$ cat config.mk
export PLATFORM = sky130hd
export DESIGN_NAME = tai_alarm
export DESIGN_NICKNAME = d
export VERILOG_FILES = /design/src/tai_hyst_cmp.v /design/src/tai_alarm.v
export VERILOG_INCLUDE_DIRS = /design/src /design/src/src
export SDC_FILE = /design/constraint.sdc
export NUM_CORES = 1
export LEC_CHECK = 0
export BUFFER_PORTS_ARGS = -buffer_cell sky130_fd_sc_hd__buf_4
export CAP_MARGIN = 25
export CELL_PAD_IN_SITES_DETAIL_PLACEMENT = 0
export CELL_PAD_IN_SITES_GLOBAL_PLACEMENT = 1
export CORE_MARGIN = 3
export CORE_UTILIZATION = 45
export CTS_CLUSTER_DIAMETER = 40
export DETAILED_ROUTE_END_ITERATION = 7
export GPL_ROUTABILITY_DRIVEN = 0
export GPL_TIMING_DRIVEN = 0
export PLACE_DENSITY = 0.82
export SYNTH_ARGS = -nofsm -noshare
export SYNTH_HDL_FRONTEND = slang
export SYNTH_HIERARCHICAL = 1
export SYNTH_SLANG_ARGS = --single-unit
$ cat constraint.sdc
create_clock -name ref_clk -period 2.9 [get_ports ref_clk]
set_input_delay 0.29 -clock ref_clk [delete_from_list [all_inputs] [get_ports ref_clk]]
set_output_delay 0.29 -clock ref_clk [all_outputs]
set_load 0.01 [all_outputs]
$ cat src/tai_defines.vh
`ifndef TAI_DEFINES_VH
`define TAI_DEFINES_VH

// Register pointers
`define TAI_P_STAT1 8'h02
`define TAI_P_CFG_RD 8'h03
`define TAI_P_CFG_WR 8'h09
`define TAI_P_ONESHOT 8'h0F
`define TAI_P_HYST 8'h21
`define TAI_P_CONSEC 8'h22
`define TAI_P_STAT2 8'h23
`define TAI_P_HI0 8'h30
`define TAI_P_LO0 8'h34
`define TAI_P_FS_LOC 8'h38
`define TAI_P_FS_REM 8'h39
`define TAI_P_RES0 8'h40

// Configuration and consecutive-alarm bit positions
`define TAI_CFG_MASK_ALL 7
`define TAI_CFG_STANDBY 6
`define TAI_CFG_SEC_MODE 5
`define TAI_CFG_MASK_R1 1
`define TAI_CFG_MASK_R2 0
`define TAI_CONSEC_MASK_LOC 5

// Status bit positions
`define TAI_ST_BUSY 7
`define TAI_ST_HI 6
`define TAI_ST_LO 5
`define TAI_ST1_R1_HI 4
`define TAI_ST1_R1_LO 3
`define TAI_ST_OPEN 2
`define TAI_ST1_R1_FS 1
`define TAI_ST_FS 0
`define TAI_ST2_R2_HI 4
`define TAI_ST2_R2_LO 3
`define TAI_ST2_R2_FS 1
`define TAI_ST_CLR_MASK 8'h7F

// Reset values
`define TAI_RST_CFG 8'h00
`define TAI_RST_CONSEC 8'h00
`define TAI_RST_HYST 8'h0A
`define TAI_RST_FS 8'h55
`define TAI_RST_HI 8'h55
`define TAI_RST_LO 8'h00
`define TAI_RST_RD 8'h00

// Bus addresses
`define TAI_DEV_ADDR 7'h4C
`define TAI_ARA_ADDR 7'h0C

// Timing counts
`define TAI_CONV_PERIOD 100000

`endif

$ cat src/tai_hyst_cmp.v
`timescale 1ns/1ps
// Over-limit comparator that releases at limit minus hysteresis
module tai_hyst_cmp #(
  parameter W = 8
) (
  input wire ref_clk,
  input wire srst,
  input wire update,
  input wire [W-1:0] temp,
  input wire [W-1:0] limit,
  input wire [W-1:0] hyst,
  output reg active_r
);
  wire [W:0] lim_x;
  wire [W:0] sum_x;

  // Widened so temp plus hysteresis cannot wrap
  assign lim_x = {1'b0, limit};
  assign sum_x = {1'b0, temp} + {1'b0, hyst};

  // Set above limit, release at or below limit minus hysteresis
  always @(posedge ref_clk) begin
    if (srst) begin
      active_r <= 1'b0;
    end else if (update) begin
      if (temp > limit) begin
        active_r <= 1'b1;
      end else if (active_r && sum_x <= lim_x) begin
        active_r <= 1'b0;
      end
    end
  end
endmodule // tai_hyst_cmp

$ cat src/tai_alarm.v
`timescale 1ns/1ps
`include "tai_defines.vh"
module tai_alarm #(
  parameter CONV_PERIOD = `TAI_CONV_PERIOD,
  parameter CW = 20
) (
  input wire ref_clk,
  input wire srst,
  input wire smb_scl_in,
  input wire smb_sda_in,
  output reg smb_sda_out_r,
  output reg smb_sda_oe_r,
  input wire conv_done,
  input wire [7:0] conv_temp_loc,
  input wire [7:0] conv_temp_r1,
  input wire [7:0] conv_temp_r2,
  input wire r1_open_cmp,
  input wire r2_open_cmp,
  output reg conv_start_r,
  output reg conv_abort_r,
  output reg standby_r,
  output reg limit_alarm_out_r,
  output reg limit_alarm_oe_r,
  output reg failsafe_over_temp_out_r,
  output reg failsafe_over_temp_oe_r
);
  localparam S_IDLE = 7'h01;
  localparam S_ADDR = 7'h02;
  localparam S_PTR = 7'h04;
  localparam S_WDAT = 7'h08;
  localparam S_ACK = 7'h10;
  localparam S_RDAT = 7'h20;
  localparam S_RACK = 7'h40;
  localparam [31:0] PER_LAST_W = CONV_PERIOD - 1;
  localparam [CW-1:0] PER_LAST = PER_LAST_W[CW-1:0];

  reg [1:0] scl_q_r, sda_q_r;
  reg scl_d_r, sda_d_r;
  reg [6:0] st_r, ack_nxt_r;
  reg [3:0] cnt_r;
  reg [7:0] sh_r, tx_r, ptr_r, wr_data_r, rd_val_r, rd_byte;
  reg wr_stb_r, rd_stb_r, ara_r, rd_ara_r;
  reg [7:0] cfg_r, consec_r, hyst_r, fs_loc_r, fs_rem_r;
  reg [7:0] hi_lim_r [0:2];
  reg [7:0] lo_lim_r [0:2];
  reg [7:0] res_r [0:2];
  reg [7:0] stat1_r, stat2_r, set1, set2, clr1, clr2;
  reg [CW-1:0] per_cnt_r;
  reg busy_r, os_act_r, os_pend_r, eval_r, eval_d_r;
  reg [1:0] open_r;
  reg [2:0] hi_lvl_r, lo_lvl_r;
  reg alert_r, ara_served_r;
  wire [2:0] fs_act, sec_act, ch_mask;
  wire scl_s, sda_s, scl_rise, scl_fall, bus_start, bus_stop;
  wire standby, tick, cond_now, stat_any;
  integer i, iw, ir, ic;

  // Two-flop synchronisers for the bus pins
  always @(posedge ref_clk) begin
    if (srst) begin
      scl_q_r <= 2'b11;
      sda_q_r <= 2'b11;
      scl_d_r <= 1'b1;
      sda_d_r <= 1'b1;
    end else begin
      scl_q_r <= {scl_q_r[0], smb_scl_in};
      sda_q_r <= {sda_q_r[0], smb_sda_in};
      scl_d_r <= scl_q_r[1];
      sda_d_r <= sda_q_r[1];
    end
  end

  // Bus edge and condition detection on synchronised levels
  assign scl_s = scl_q_r[1];
  assign sda_s = sda_q_r[1];
  assign scl_rise = scl_s & ~scl_d_r;
  assign scl_fall = ~scl_s & scl_d_r;
  assign bus_start = scl_s & scl_d_r & sda_d_r & ~sda_s;
  assign bus_stop = scl_s & scl_d_r & ~sda_d_r & sda_s;

  // Read multiplexer; configuration readable only at its read pointer
  always @* begin
    rd_byte = `TAI_RST_RD;
    i = 0;
    if (ara_r) begin
      rd_byte = {`TAI_DEV_ADDR, 1'b1};
    end else begin
      case (ptr_r)
        `TAI_P_STAT1: rd_byte = {busy_r, stat1_r[6:0]};
        `TAI_P_STAT2: rd_byte = stat2_r;
        `TAI_P_CFG_RD: rd_byte = cfg_r;
        `TAI_P_CONSEC: rd_byte = consec_r;
        `TAI_P_HYST: rd_byte = hyst_r;
        `TAI_P_FS_LOC: rd_byte = fs_loc_r;
        `TAI_P_FS_REM: rd_byte = fs_rem_r;
        default: begin
          for (i = 0; i < 3; i = i + 1) begin
            if (ptr_r == `TAI_P_HI0 + i[7:0]) rd_byte = hi_lim_r[i];
            if (ptr_r == `TAI_P_LO0 + i[7:0]) rd_byte = lo_lim_r[i];
            if (ptr_r == `TAI_P_RES0 + i[7:0]) rd_byte = res_r[i];
          end
        end
      endcase
    end
  end

  // Serial slave; runs regardless of standby
  always @(posedge ref_clk) begin
    if (srst) begin
      st_r <= S_IDLE;
      ack_nxt_r <= S_IDLE;
      cnt_r <= 4'h0;
      sh_r <= 8'h00;
      tx_r <= 8'h00;
      ptr_r <= 8'h00;
      wr_data_r <= 8'h00;
      rd_val_r <= 8'h00;
      wr_stb_r <= 1'b0;
      rd_stb_r <= 1'b0;
      ara_r <= 1'b0;
      rd_ara_r <= 1'b0;
      smb_sda_oe_r <= 1'b0;
      smb_sda_out_r <= 1'b0;
    end else begin
      wr_stb_r <= 1'b0;
      rd_stb_r <= 1'b0;
      smb_sda_out_r <= 1'b0;
      if (bus_stop) begin
        st_r <= S_IDLE;
        smb_sda_oe_r <= 1'b0;
      end else if (bus_start) begin
        st_r <= S_ADDR;
        cnt_r <= 4'h0;
        smb_sda_oe_r <= 1'b0;
      end else begin
        case (st_r)
          S_ADDR: begin
            if (scl_rise) begin
              sh_r <= {sh_r[6:0], sda_s};
              cnt_r <= cnt_r + 4'h1;
            end else if (scl_fall && cnt_r == 4'h8) begin
              cnt_r <= 4'h0;
              if (sh_r[7:1] == `TAI_DEV_ADDR) begin
                smb_sda_oe_r <= 1'b1;
                st_r <= S_ACK;
                ack_nxt_r <= sh_r[0] ? S_RDAT : S_PTR;
                ara_r <= 1'b0;
              end else if (sh_r == {`TAI_ARA_ADDR, 1'b1} &&
                           limit_alarm_oe_r && !cfg_r[`TAI_CFG_SEC_MODE]) begin
                smb_sda_oe_r <= 1'b1;
                st_r <= S_ACK;
                ack_nxt_r <= S_RDAT;
                ara_r <= 1'b1;
              end else begin
                st_r <= S_IDLE;
              end
            end
          end
          S_PTR, S_WDAT: begin
            if (scl_rise) begin
              sh_r <= {sh_r[6:0], sda_s};
              cnt_r <= cnt_r + 4'h1;
            end else if (scl_fall && cnt_r == 4'h8) begin
              cnt_r <= 4'h0;
              smb_sda_oe_r <= 1'b1;
              st_r <= S_ACK;
              ack_nxt_r <= S_WDAT;
              if (st_r == S_PTR) begin
                ptr_r <= sh_r;
              end else begin
                wr_data_r <= sh_r;
                wr_stb_r <= 1'b1;
              end
            end
          end
          S_ACK: begin
            if (scl_fall) begin
              st_r <= ack_nxt_r;
              cnt_r <= 4'h0;
              if (ack_nxt_r == S_RDAT) begin
                tx_r <= rd_byte;
                smb_sda_oe_r <= ~rd_byte[7];
                rd_val_r <= rd_byte;
                rd_ara_r <= ara_r;
                rd_stb_r <= 1'b1;
              end else begin
                smb_sda_oe_r <= 1'b0;
              end
            end
          end
          S_RDAT: begin
            if (scl_rise) begin
              cnt_r <= cnt_r + 4'h1;
            end else if (scl_fall) begin
              if (cnt_r == 4'h8) begin
                smb_sda_oe_r <= 1'b0;
                st_r <= S_RACK;
              end else begin
                tx_r <= {tx_r[6:0], 1'b0};
                smb_sda_oe_r <= ~tx_r[6];
              end
            end
          end
          S_RACK: begin
            if (scl_rise) begin
              if (sda_s) begin
                st_r <= S_IDLE;
              end else begin
                st_r <= S_ACK;
                ack_nxt_r <= S_RDAT;
              end
            end
          end
          S_IDLE: st_r <= S_IDLE;
          default: st_r <= S_IDLE;
        endcase
      end
    end
  end

  // Host-writable registers; no standby gating on limits
  always @(posedge ref_clk) begin
    if (srst) begin
      cfg_r <= `TAI_RST_CFG;
      consec_r <= `TAI_RST_CONSEC;
      hyst_r <= `TAI_RST_HYST;
      fs_loc_r <= `TAI_RST_FS;
      fs_rem_r <= `TAI_RST_FS;
      for (iw = 0; iw < 3; iw = iw + 1) begin
        hi_lim_r[iw] <= `TAI_RST_HI;
        lo_lim_r[iw] <= `TAI_RST_LO;
      end
    end else if (wr_stb_r) begin
      case (ptr_r)
        `TAI_P_CFG_WR: cfg_r <= wr_data_r;
        `TAI_P_CONSEC: consec_r <= wr_data_r;
        `TAI_P_HYST: hyst_r <= wr_data_r;
        `TAI_P_FS_LOC: fs_loc_r <= wr_data_r;
        `TAI_P_FS_REM: fs_rem_r <= wr_data_r;
        default: begin
          for (iw = 0; iw < 3; iw = iw + 1) begin
            if (ptr_r == `TAI_P_HI0 + iw[7:0])
              hi_lim_r[iw] <= wr_data_r;
            if (ptr_r == `TAI_P_LO0 + iw[7:0])
              lo_lim_r[iw] <= wr_data_r;
          end
        end
      endcase
    end
  end

  assign standby = cfg_r[`TAI_CFG_STANDBY];
  assign tick = (per_cnt_r == PER_LAST);

  // Conversion scheduler, standby abort and one-shot
  always @(posedge ref_clk) begin
    if (srst) begin
      per_cnt_r <= {CW{1'b0}};
      busy_r <= 1'b0;
      os_act_r <= 1'b0;
      os_pend_r <= 1'b0;
      conv_start_r <= 1'b0;
      conv_abort_r <= 1'b0;
      eval_r <= 1'b0;
      eval_d_r <= 1'b0;
      open_r <= 2'b00;
      standby_r <= 1'b0;
      for (ir = 0; ir < 3; ir = ir + 1) begin
        res_r[ir] <= 8'h00;
      end
    end else begin
      conv_start_r <= 1'b0;
      conv_abort_r <= 1'b0;
      eval_r <= 1'b0;
      eval_d_r <= eval_r;
      standby_r <= standby;
      // Restarts from zero on leaving standby
      per_cnt_r <= (tick || standby) ? {CW{1'b0}} :
                   per_cnt_r + {{(CW-1){1'b0}}, 1'b1};
      if (wr_stb_r && ptr_r == `TAI_P_ONESHOT && standby) begin
        os_pend_r <= 1'b1;
      end else if (!standby) begin
        os_pend_r <= 1'b0;
      end
      if (busy_r) begin
        if (standby && !os_act_r) begin
          busy_r <= 1'b0;
          conv_abort_r <= 1'b1;
        end else if (conv_done) begin
          busy_r <= 1'b0;
          os_act_r <= 1'b0;
          eval_r <= 1'b1;
          res_r[0] <= conv_temp_loc;
          if (!open_r[0]) res_r[1] <= conv_temp_r1;
          if (!open_r[1]) res_r[2] <= conv_temp_r2;
        end
      end else if (os_pend_r && standby) begin
        busy_r <= 1'b1;
        os_act_r <= 1'b1;
        os_pend_r <= 1'b0;
        conv_start_r <= 1'b1;
        open_r <= {r2_open_cmp, r1_open_cmp};
      end else if (!standby && tick) begin
        busy_r <= 1'b1;
        conv_start_r <= 1'b1;
        open_r <= {r2_open_cmp, r1_open_cmp};
      end
    end
  end

  // Limit comparisons on the stored results
  always @(posedge ref_clk) begin
    if (srst) begin
      hi_lvl_r <= 3'b000;
      lo_lvl_r <= 3'b000;
    end else if (eval_r) begin
      for (ic = 0; ic < 3; ic = ic + 1) begin
        hi_lvl_r[ic] <= res_r[ic] > hi_lim_r[ic];
        lo_lvl_r[ic] <= res_r[ic] <= lo_lim_r[ic];
      end
    end
  end

  // Fail-safe and secondary comparators per channel
  genvar g;
  generate
    for (g = 0; g < 3; g = g + 1) begin : g_ch
      tai_hyst_cmp #(.W(8)) u_fs (
        .ref_clk(ref_clk),
        .srst(srst),
        .update(eval_r),
        .temp(res_r[g]),
        .limit(g == 0 ? fs_loc_r : fs_rem_r),
        .hyst(hyst_r),
        .active_r(fs_act[g])
      );
      tai_hyst_cmp #(.W(8)) u_sec (
        .ref_clk(ref_clk),
        .srst(srst),
        .update(eval_r),
        .temp(res_r[g]),
        .limit(hi_lim_r[g]),
        .hyst(hyst_r),
        .active_r(sec_act[g])
      );
    end
  endgenerate

  // Status set and read-clear; a set in the clear cycle survives
  always @* begin
    set1 = 8'h00;
    set2 = 8'h00;
    set1[`TAI_ST_OPEN] = conv_start_r & open_r[0];
    set2[`TAI_ST_OPEN] = conv_start_r & open_r[1];
    set1[`TAI_ST_HI] = eval_d_r & hi_lvl_r[0];
    set1[`TAI_ST_LO] = eval_d_r & lo_lvl_r[0];
    set1[`TAI_ST1_R1_HI] = eval_d_r & hi_lvl_r[1];
    set1[`TAI_ST1_R1_LO] = eval_d_r & lo_lvl_r[1];
    set1[`TAI_ST_FS] = eval_d_r & fs_act[0];
    set1[`TAI_ST1_R1_FS] = eval_d_r & fs_act[1];
    set2[`TAI_ST2_R2_HI] = eval_d_r & hi_lvl_r[2];
    set2[`TAI_ST2_R2_LO] = eval_d_r & lo_lvl_r[2];
    set2[`TAI_ST2_R2_FS] = eval_d_r & fs_act[2];
    clr1 = 8'h00;
    clr2 = 8'h00;
    if (rd_stb_r && !rd_ara_r && ptr_r == `TAI_P_STAT1)
      clr1 = rd_val_r & `TAI_ST_CLR_MASK;
    if (rd_stb_r && !rd_ara_r && ptr_r == `TAI_P_STAT2)
      clr2 = rd_val_r & `TAI_ST_CLR_MASK;
  end

  always @(posedge ref_clk) begin
    if (srst) begin
      stat1_r <= 8'h00;
      stat2_r <= 8'h00;
    end else begin
      stat1_r <= (stat1_r & ~clr1) | set1;
      stat2_r <= (stat2_r & ~clr2) | set2;
    end
  end

  // Channel masks and the live unmasked alarm cause
  assign ch_mask[0] = consec_r[`TAI_CONSEC_MASK_LOC] |
                      cfg_r[`TAI_CFG_MASK_ALL];
  assign ch_mask[1] = cfg_r[`TAI_CFG_MASK_R1] |
                      cfg_r[`TAI_CFG_MASK_ALL];
  assign ch_mask[2] = cfg_r[`TAI_CFG_MASK_R2] |
                      cfg_r[`TAI_CFG_MASK_ALL];
  assign cond_now = |((hi_lvl_r | lo_lvl_r) & ~ch_mask) |
                    (|open_r & ~cfg_r[`TAI_CFG_MASK_ALL]);
  assign stat_any = (|stat1_r) | (|stat2_r);

  // Latched alarm with three-way release
  always @(posedge ref_clk) begin
    if (srst) begin
      alert_r <= 1'b0;
      ara_served_r <= 1'b0;
    end else begin
      if ((eval_d_r || conv_start_r) && cond_now && !alert_r) begin
        alert_r <= 1'b1;
        ara_served_r <= 1'b0;
      end else begin
        if (rd_stb_r && rd_ara_r) ara_served_r <= 1'b1;
        if (alert_r && ara_served_r && !cond_now && !stat_any)
          alert_r <= 1'b0;
      end
    end
  end

  // Open-drain pins, driven low when the enable is high
  always @(posedge ref_clk) begin
    if (srst) begin
      limit_alarm_out_r <= 1'b0;
      limit_alarm_oe_r <= 1'b0;
      failsafe_over_temp_out_r <= 1'b0;
      failsafe_over_temp_oe_r <= 1'b0;
    end else begin
      limit_alarm_out_r <= 1'b0;
      failsafe_over_temp_out_r <= 1'b0;
      limit_alarm_oe_r <= cfg_r[`TAI_CFG_SEC_MODE] ?
                          |sec_act : alert_r;
      failsafe_over_temp_oe_r <= |fs_act;
    end
  end
endmodule // tai_alarm

==> results by stage, run 1 <==
Outcome:
- The run finished, with violations left.
- The checks that failed: setup timing.

Critical path:
- For flop-to-flop paths, the worst setup slack is -0.02 ns.
- The critical path in this run is classified as register to register.
- STA classifies the critical path startpoint as a register.
- The required time of the critical path is 3.34 ns.
- The biggest fanout along the worst timing path is 10.
- The critical path capture point type is a register.
- The number of cells on the worst reg-to-reg path is 8.
- STA puts the critical path data arrival time at 3.36 ns.
- The start of the worst register-to-register path is ptr_r[3].
- The endpoint of the worst-slack reg-to-reg timing path is rd_val_r[5].

Drt:
- After detailed routing, the number of vias per cell comes to 6.03.
- The final route contains 14982 vias.
- The starting DRC count in detailed routing is 1227.
- The number of iterations in the first detailed-routing pass is 5.
- Wires add up to 56100 um.
- The average wire per cell in the routed design is 22.6 um.
- For this run, design rule violations remaining after detail routing come to 0.
- The count of nets left with antenna violations once routing finished came out at 0.

Yosys:
- Synthesis handed over a netlist of 1856 instances.
- After synthesis, the share of flip-flops with an asynchronous set or reset is 0%.
- The number of enable-type register cells in the synthesized netlist is 72.
- Summing the sequential cell areas from Yosys gives 33.6% of the chip area.
- The average cell area after synthesis is 8.73 sq um.
- The synthesized design devotes to its leading area cell type 20.3% of total area.
- In the synthesized netlist the dominant register cell turns out to be sky130_fd_sc_hd__dfxtp_1.
- Of all cell types, the one taking the most synthesized area is sky130_fd_sc_hd__dfxtp_1.
- The summed instance area of the synthesized netlist is 0.0162 sq mm.
- The total of warnings raised by yosys is 6.
- The count of state elements after synthesis is 236.
- Yosys mapped the design onto 96 distinct sky130hd cell types.
- By area the synthesized netlist is led by sky130_fd_sc_hd__dfxtp_1, sky130_fd_sc_hd__ha_1, sky130_fd_sc_hd__edfxtp_1, sky130_fd_sc_hd__a21oi_1, sky130_fd_sc_hd__nor2_1.

Power:
- The power density over cell area is 457 mW/mm^2.
- Summed over all cells, the static leakage comes to 7.91 nW.
- The worst-case IR drop observed on VDD is 540 uV.

Clock tree:
- The clock tree root driver cell is sky130_fd_sc_hd__clkbuf_16.
- The number of CTS-inserted buffers is 41.
- TritonCTS built the clock tree.
- Clock-pin slew was measured on the worst setup and hold paths at 0.05 ns.
- The deepest level of the CTS H-tree is 2.
- The clock latency at the later pin of the worst-skew pair is 0.56 ns.
- For this design, the sink count on the clock tree is 236.
- In this run the deepest clock path goes through 3 buffers.

Die:
- The standard cell core area is 0.0351 sq mm.
- The initial utilization of the core area, before any placement, comes to 46.2%.
- The floorplan step defined a die boundary enclosing 0.0383 sq mm.
- The I/O pin total is 40.
- The number of core rows is 68.
- The height of the die is 196 um.
- The horizontal die dimension is 196 um.

STA:
- Measured against its own limit, the worst slew margin works out to 24.1%.
- The worst-case hold slack is 0.0240 ns.
- The transition at the pin with the smallest max-transition slack is 1.13 ns.
- Timing would allow up to 343 MHz.
- The total of endpoints with negative setup slack in the final report is 3.
- In the post-route analysis, the smallest setup slack over all paths is -0.0187 ns.
- The routed design could run at a clock period as short as 2.92 ns.
- The portion of the clock cycle consumed by the worst path in the final layout is 101%.
- The final worst clock skew is 0.0187 ns.
- The number of slew-limit violations in the final report is 0.
- Setup repair after global routing could not meet its margin everywhere.
- The final number of hold-violating endpoints is 0.

Run:
- The total of max-cap violations is 0.

Placement:
- The instance area at placement is 0.0171 sq mm.
- Detailed placement finished with a half-perimeter wire length of 41100 um.
- The cell count after placement is 2355.
- Input and output buffers added on the ports amount to 36.

Layout:
- The number of diodes added for antenna fixing is 0.
- The fraction of final layout cells sized beyond drive strength 1 is 13.7%.
- In the final design database the tool counted 2232 nets.
- From synthesis to final layout, the design area changed by 18.6%.
- The post-layout instance count excluding filler cells is 2483.
- After routing the design area is 0.0192 sq mm.

Global routing:
- The total global-route track usage is 28.5%.
- The first global-routing pass estimated 84700 um of wire.
- The remaining global-route overflow is 0.
- The number of global-route vias before repair was 14533.
- Entering global routing, the biggest net connects 15 pins.
- The initial antenna violation count is 1.

Worst hold path:
- The type of the most critical hold path is input port to register.
- The worst hold path terminates at res_r[0][19].
- The worst hold path passes through 2 cells.
- The worst hold path begins at conv_temp_r2[3].
-- logic make-up after synthesis --
kind of cell	synth area share [%]
AOI/OAI and AO/OA	18.2
and+or+nand+nor	22.3
muxes	2.21
DFF	33.6
adders and majority gates	15.8
xor gates and xnor gates	2.49
other	0.0231
buffers and inverters	5.40
-- metal layers --
layer,vias up,GRT usage (%),share of wire (%),routed length (um)
li1,7051,-,-,-
met4,0,14.3,5.5,3080
met3,187,6.08,8.6,4850
met1,7109,36.6,41,23000
met2,635,45.5,45,25300
met5,-,0,0,0
-- per-stage QoR --
| stage | setup TNS (ns) | utilization (%) | setup WS [ns] | total power (W) |
|---|---|---|---|---|
| floorplan | 0 | - | 0.183 | 0.00387 |
| global placement | -22.94 | 48.7 | -0.535 | 0.00403 |
| detailed placement | -16.19 | 48.8 | -0.540 | 0.00406 |
| CTS | -0.0117 | 53.6 | -0.0116 | 0.00882 |
| global route | -0.652 | 54.8 | -0.153 | 0.00905 |
| finish | -0.0391 | 54.8 | -0.0187 | 0.00878 |
-- report_power, final --
part | internal (W) | total (W) | switching, W
registers | 0.00343 | 0.00349 | 0.0000597
logic | 0.000242 | 0.000553 | 0.000311
clock network | 0.00292 | 0.00474 | 0.00182
total | 0.00659 | 0.00878 | 0.00219
-- worst max-delay path by stage --
stage	startpoint	to	slack (ns)	cells past startpoint
floorplan	hyst_r[0]	g_ch[1].u_sec/active_r	0.18	14
global placement	ptr_r[6]	rd_val_r[5]	-0.53	8
detailed placement	hyst_r[1]	g_ch[1].u_sec/active_r	-0.54	11
CTS	hyst_r[0]	g_ch[0].u_sec/active_r	-0.01	13
global route	hyst_r[0]	g_ch[1].u_fs/active_r	-0.15	14
finish	ptr_r[3]	rd_val_r[5]	-0.02	8
-- sequential cells by signal, indices dropped and copies added (netlist names), 7 cells and up --
signal and count:
rd_val_r 7, tx_r 7, wr_data_r 8, ptr_r 8, lo_lim_r 24, res_r 24
hyst_r 8, stat2_r 7, hi_lim_r 24, cfg_r 8, fs_rem_r 8, fs_loc_r 8
st_r 7, sh_r 8, per_cnt_r 20, stat1_r 7, consec_r 8
-- cells in the final DEF (no fill, tap or decap), drive strengths merged, types with 18 or more instances in the layout --
| cell | Yosys | routed |
|---|---|---|
| a22oi | 21 | 21 |
| and2 | 48 | 48 |
| a21oi | 126 | 126 |
| ha | 195 | 195 |
| nor3 | 30 | 30 |
| nand2b | 26 | 26 |
| or3 | 18 | 18 |
| xnor2 | 31 | 31 |
| o21ai | 70 | 70 |
| dfxtp | 164 | 164 |
| buf | 15 | 99 |
| nor2 | 161 | 161 |
| clkbuf | 60 | 107 |
| inv | 148 | 157 |
| o21a | 29 | 29 |
| nand2 | 142 | 142 |
| nor2b | 36 | 36 |
| a21o | 21 | 21 |
| mux2i | 29 | 29 |
| nand3 | 86 | 86 |
| nor4 | 20 | 20 |
| edfxtp | 72 | 72 |
| nand4 | 40 | 40 |
-- critical path: stages, from the launching register on --
cell	delay [ns]
sky130_fd_sc_hd__dfxtp_1	0.42
sky130_fd_sc_hd__buf_1	0.49
sky130_fd_sc_hd__or3_1	0.18
sky130_fd_sc_hd__clkbuf_1	0.38
sky130_fd_sc_hd__o2bb2ai_1	0.24
sky130_fd_sc_hd__a2111oi_1	0.47
sky130_fd_sc_hd__buf_1	0.25
sky130_fd_sc_hd__a21oi_1	0.14
sky130_fd_sc_hd__a22o_1	0.23
-- layout make-up --
type                            instances  area (sq um)
Fill cell                            3219         15800
Multi-Input combinational cell       1398         10100
Sequential cell                       236          5470
Clock buffer                           46          1090
Timing Repair Buffer                   99           813
Tap cell                              455           569
Inverter                              149           559
Buffer                                 75           329
Clock inverter                         25           250
-- Yosys cell counts, types with 5 or more instances --
master / number
sky130_fd_sc_hd__ha_1: 195
sky130_fd_sc_hd__dfxtp_1: 164
sky130_fd_sc_hd__nor2_1: 158
sky130_fd_sc_hd__inv_1: 148
sky130_fd_sc_hd__nand2_1: 142
sky130_fd_sc_hd__a21oi_1: 123
sky130_fd_sc_hd__nand3_1: 86
sky130_fd_sc_hd__edfxtp_1: 72
sky130_fd_sc_hd__o21ai_0: 68
sky130_fd_sc_hd__clkbuf_1: 59
sky130_fd_sc_hd__and2_1: 45
sky130_fd_sc_hd__nand4_1: 40
sky130_fd_sc_hd__nor2b_1: 33
sky130_fd_sc_hd__xnor2_1: 31
sky130_fd_sc_hd__mux2i_1: 29
sky130_fd_sc_hd__nor3_1: 29
sky130_fd_sc_hd__o21a_1: 29
sky130_fd_sc_hd__nand2b_1: 26
sky130_fd_sc_hd__a21o_1: 21
sky130_fd_sc_hd__a22oi_1: 21
sky130_fd_sc_hd__or3_1: 18
sky130_fd_sc_hd__a211oi_1: 17
sky130_fd_sc_hd__o211ai_1: 17
sky130_fd_sc_hd__nand3b_1: 16
sky130_fd_sc_hd__xor2_1: 15
sky130_fd_sc_hd__nor4_1: 14
sky130_fd_sc_hd__nor4b_1: 13
sky130_fd_sc_hd__a2111oi_0: 12
sky130_fd_sc_hd__a22o_1: 11
sky130_fd_sc_hd__a31oi_1: 9
sky130_fd_sc_hd__a21boi_0: 8
sky130_fd_sc_hd__buf_2: 8
sky130_fd_sc_hd__o31ai_1: 8
sky130_fd_sc_hd__or2_2: 8
sky130_fd_sc_hd__o2bb2ai_1: 7
sky130_fd_sc_hd__a311oi_1: 6
sky130_fd_sc_hd__fa_1: 6
sky130_fd_sc_hd__mux2_2: 6
sky130_fd_sc_hd__or4_1: 6
sky130_fd_sc_hd__a221oi_1: 5
sky130_fd_sc_hd__and3_1: 5
sky130_fd_sc_hd__nor3b_1: 5
sky130_fd_sc_hd__nor4_2: 5
sky130_fd_sc_hd__o22ai_1: 5
-- repair_timing --
item,CTS,global route
setup endpoints to repair,89,92
pin swaps,2,22
setup buffers,17,27
resized for setup,35,53
hold buffers,13,0
hold endpoints to repair,13,0
No activity file was read; power rests on OpenSTA's default activity.
==> run 2, diff against run 1 <==
Settings changed: CORE_UTILIZATION 45 to 50, PLACE_DENSITY 0.82 to 0.86.
Clock period 2.9 ns to 3.5 ns, I/O delays scaled along.
==> results by stage, run 2 (synthesized netlist as in run 1, its figures left out) <==
Run:
- The total of max-cap violations came to 0 (unchanged).

Drt:
- The routed wire length is 54100 um (-3.6%).
- The DRC violations left was 0 (unchanged).
- The average wire per cell in the routed design came to 22.7 um (+0.45%).
- The starting DRC count in detailed routing is 1609 (+31%).
- The number of iterations in the first detailed-routing pass is 7 (+2).
- The remaining number of nets flagged by the antenna check after routing is 0 (unchanged).
- The detail-routed via count per cell is 6.30 (+4.4%).
- The total via count in the routed design was 15011 (+0.19%).

Layout:
- The library cells used most frequently in the layout, excluding fill and tap cells, are sky130_fd_sc_hd__ha_1, sky130_fd_sc_hd__dfxtp_1, sky130_fd_sc_hd__nor2_1.
- The fraction of final layout cells sized beyond drive strength 1 is 9.49% (-4.2 points).
- The number of diodes added for antenna fixing is 0 (unchanged).
- The core utilization of the finished layout came to 58.3% (+3.5 points).
- Relative to the synthesized area, the layout overhead comes to 14.2%.
- The library cell used most frequently in the layout, excluding fill and tap cells, is sky130_fd_sc_hd__ha_1.
- The largest registers in the layout are hi_lim_r x24, lo_lim_r x24, res_r x24.
- The post-layout net count is 2179 (-2.4%).

Critical path:
- STA classifies the critical path startpoint as a register.
- The critical path in this run is classified as register to register.
- STA classifies the critical path endpoint as a register.
- The worst endpoint data arrival time is 3.60 ns (+0.24 ns).
- The required time of the critical path is 3.78 ns (+0.44 ns).
- The biggest fanout along the worst timing path is 9 (-1).

Global routing:
- The busiest layer in global routing is met2.
- The remaining global-route overflow is 0 (unchanged).
- The total global-route track usage came to 31.4% (+2.9 points).
- The met3 track demand over resource is 8.85% (+2.8 points).
- The met1 track utilization from global routing is 38.8% (+2.2 points).
- The global routing usage on met2 was 50.7% (+5.3 points).
- The initial antenna violation count is 1 (unchanged).
- The largest net degree at the start of global routing is 15 (unchanged).
- The wire length of the first global-routing pass is 83400 um (-1.5%).
- The number of global-route vias before repair was 14688 (+1.1%).

Clock tree:
- The CTS tree is done.
- The clock-pin slew of the registers on the worst-case setup and hold paths came to 0.06 ns (about the same).
- The number of CTS-inserted buffers is 42 (+2.4%).
- The deepest level of the CTS H-tree was 2 (unchanged).
- The sink count of the clock tree is 236 (unchanged).
- The number of buffers on the longest clock path is 3 (unchanged).
- The clock latency at the later pin of the worst-skew pair came to 0.53 ns (-0.03 ns).
- The root buffer cell chosen for the clock tree is sky130_fd_sc_hd__clkbuf_16.

STA:
- The worst-case hold slack is 0.0537 ns (+0.0297 ns).
- The final worst clock skew is 0.0183 ns (-0.000336 ns).
- The relative slew slack came to 30.7% (+6.7 points).
- The final number of hold-violating endpoints was 0 (unchanged).
- The post-route minimum period is 3.32 ns (+0.405 ns).
- The sum of negative setup slack is 0 ns (+0.0391 ns).
- Setup repair after global routing left no endpoint under its margin.
- The portion of the clock cycle consumed by the worst path in the final layout is 95.0% (-5.7 points).
- The upper clock frequency limit was 301 MHz (-12%).
- The number of slew-limit violations in the final report was 0 (unchanged).
- The transition at the pin with the smallest max-transition slack is 1.02 ns (-0.107 ns).
- The total of endpoints with negative setup slack in the final report is 0 (-3).

Power:
- The share of total power in the clock network is 55.4% (+1.5 points).
- The cell internal power dissipation is 0.00564 W (-14%).
- The part of the total power dissipated in combinational logic came to 5.5% (-0.8 points).
- The leakage power total is 7.64 nW (-3.4%).
- The power density over cell area is 402 mW/mm^2 (-12%).
- The switching power summed over all nets was 0.00180 W (-18%).
- The worst supply voltage drop on vdd was 411 uV (-24%).
- The switching part of the total power is 24.2% (-0.76 points).
- The part of the power in registers is 39.1% (-0.7 points).

Die:
- The I/O pin total is 40 (unchanged).
- The standard cell core area is 0.0317 sq mm (-9.5%).
- The horizontal die dimension came to 186 um (-5.0%).
- The overall die area is 0.0346 sq mm (-9.7%).
- The height of the die was 186 um (-5.0%).
- The number of core rows was 65 (-4.4%).
- The initial core utilization is 51.1% (+4.9 points).

Worst hold path:
- The worst hold path belongs to the class input port to register.

Placement:
- The count of port buffers added during placement was 36 (unchanged).
- The placed wire-length estimate is 40300 um (-1.9%).

Outcome:
- The flow ran to the end, and the final reports show no timing, DRC or antenna violations.
[run 2: final timing paths]
path                    start              end  slack (ns)  cells past startpoint
setup reg to reg     ptr_r[2]  lo_lim_r[0][10]        0.18                      8
hold / removal    r2_open_cmp        open_r[1]        0.05                      3
hold reg to reg    sda_q_r[0]       sda_q_r[1]        0.41                      1
setup / recovery     ptr_r[2]  lo_lim_r[0][10]        0.18                      8
[run 2: timing repair]
action / in CTS / in global routing
hold buffers: 2 / 0
buffers inserted: 0 / 0
setup endpoints to repair: 0 / 8
gates resized for setup: 0 / 4
hold endpoints to repair: 2 / 0
[run 2: power by group through the flow]
stage                     clock network, W  logic [W]  registers, W
after floorplan                          0   0.000279       0.00293
after global placement                   0   0.000380       0.00296
after detailed placement                 0   0.000401       0.00296
after CTS                          0.00415   0.000406       0.00290
after global routing               0.00427   0.000464       0.00291
final                              0.00412   0.000411       0.00291
[run 2: final cells by class]
type	count	area, sq um
Buffer	75	315
Tap cell	402	503
Timing Repair Buffer	45	333
Fill cell	2881	13200
Multi-Input combinational cell	1398	9910
Clock inverter	27	280
Sequential cell	236	5450
Inverter	149	559
Clock buffer	50	1150
[run 2: worst max-delay path, stage by stage (launching register included)]
cell and delay, ns:
sky130_fd_sc_hd__dfxtp_1 0.30, sky130_fd_sc_hd__buf_6 0.13, sky130_fd_sc_hd__or4_1 0.49, sky130_fd_sc_hd__clkbuf_2 0.17, sky130_fd_sc_hd__nor3_1 0.62, sky130_fd_sc_hd__nor2_1 0.08
sky130_fd_sc_hd__o211ai_1 0.60, sky130_fd_sc_hd__o21ai_0 0.42, sky130_fd_sc_hd__clkbuf_2 0.26
[run 2: metrics by stage]
step	std cells	cell area, sq um	power, W	setup WS [ns]
floorplan	1858	16200	0.00321	0.783
global placement	2296	17000	0.00334	0.0500
detailed placement	2301	17000	0.00336	0.0729
CTS	2380	18500	0.00746	0.0254
global route	2382	18500	0.00764	0.0308
finish	2382	18500	0.00744	0.176
[run 2: routing by layer]
| metal | part of all wire, % | vias to the layer above |
|---|---|---|
| met5 | 0.015 | - |
| met4 | 6.0 | 2 |
| li1 | - | 6951 |
| met1 | 40 | 7111 |
| met2 | 44 | 718 |
| met3 | 10 | 229 |
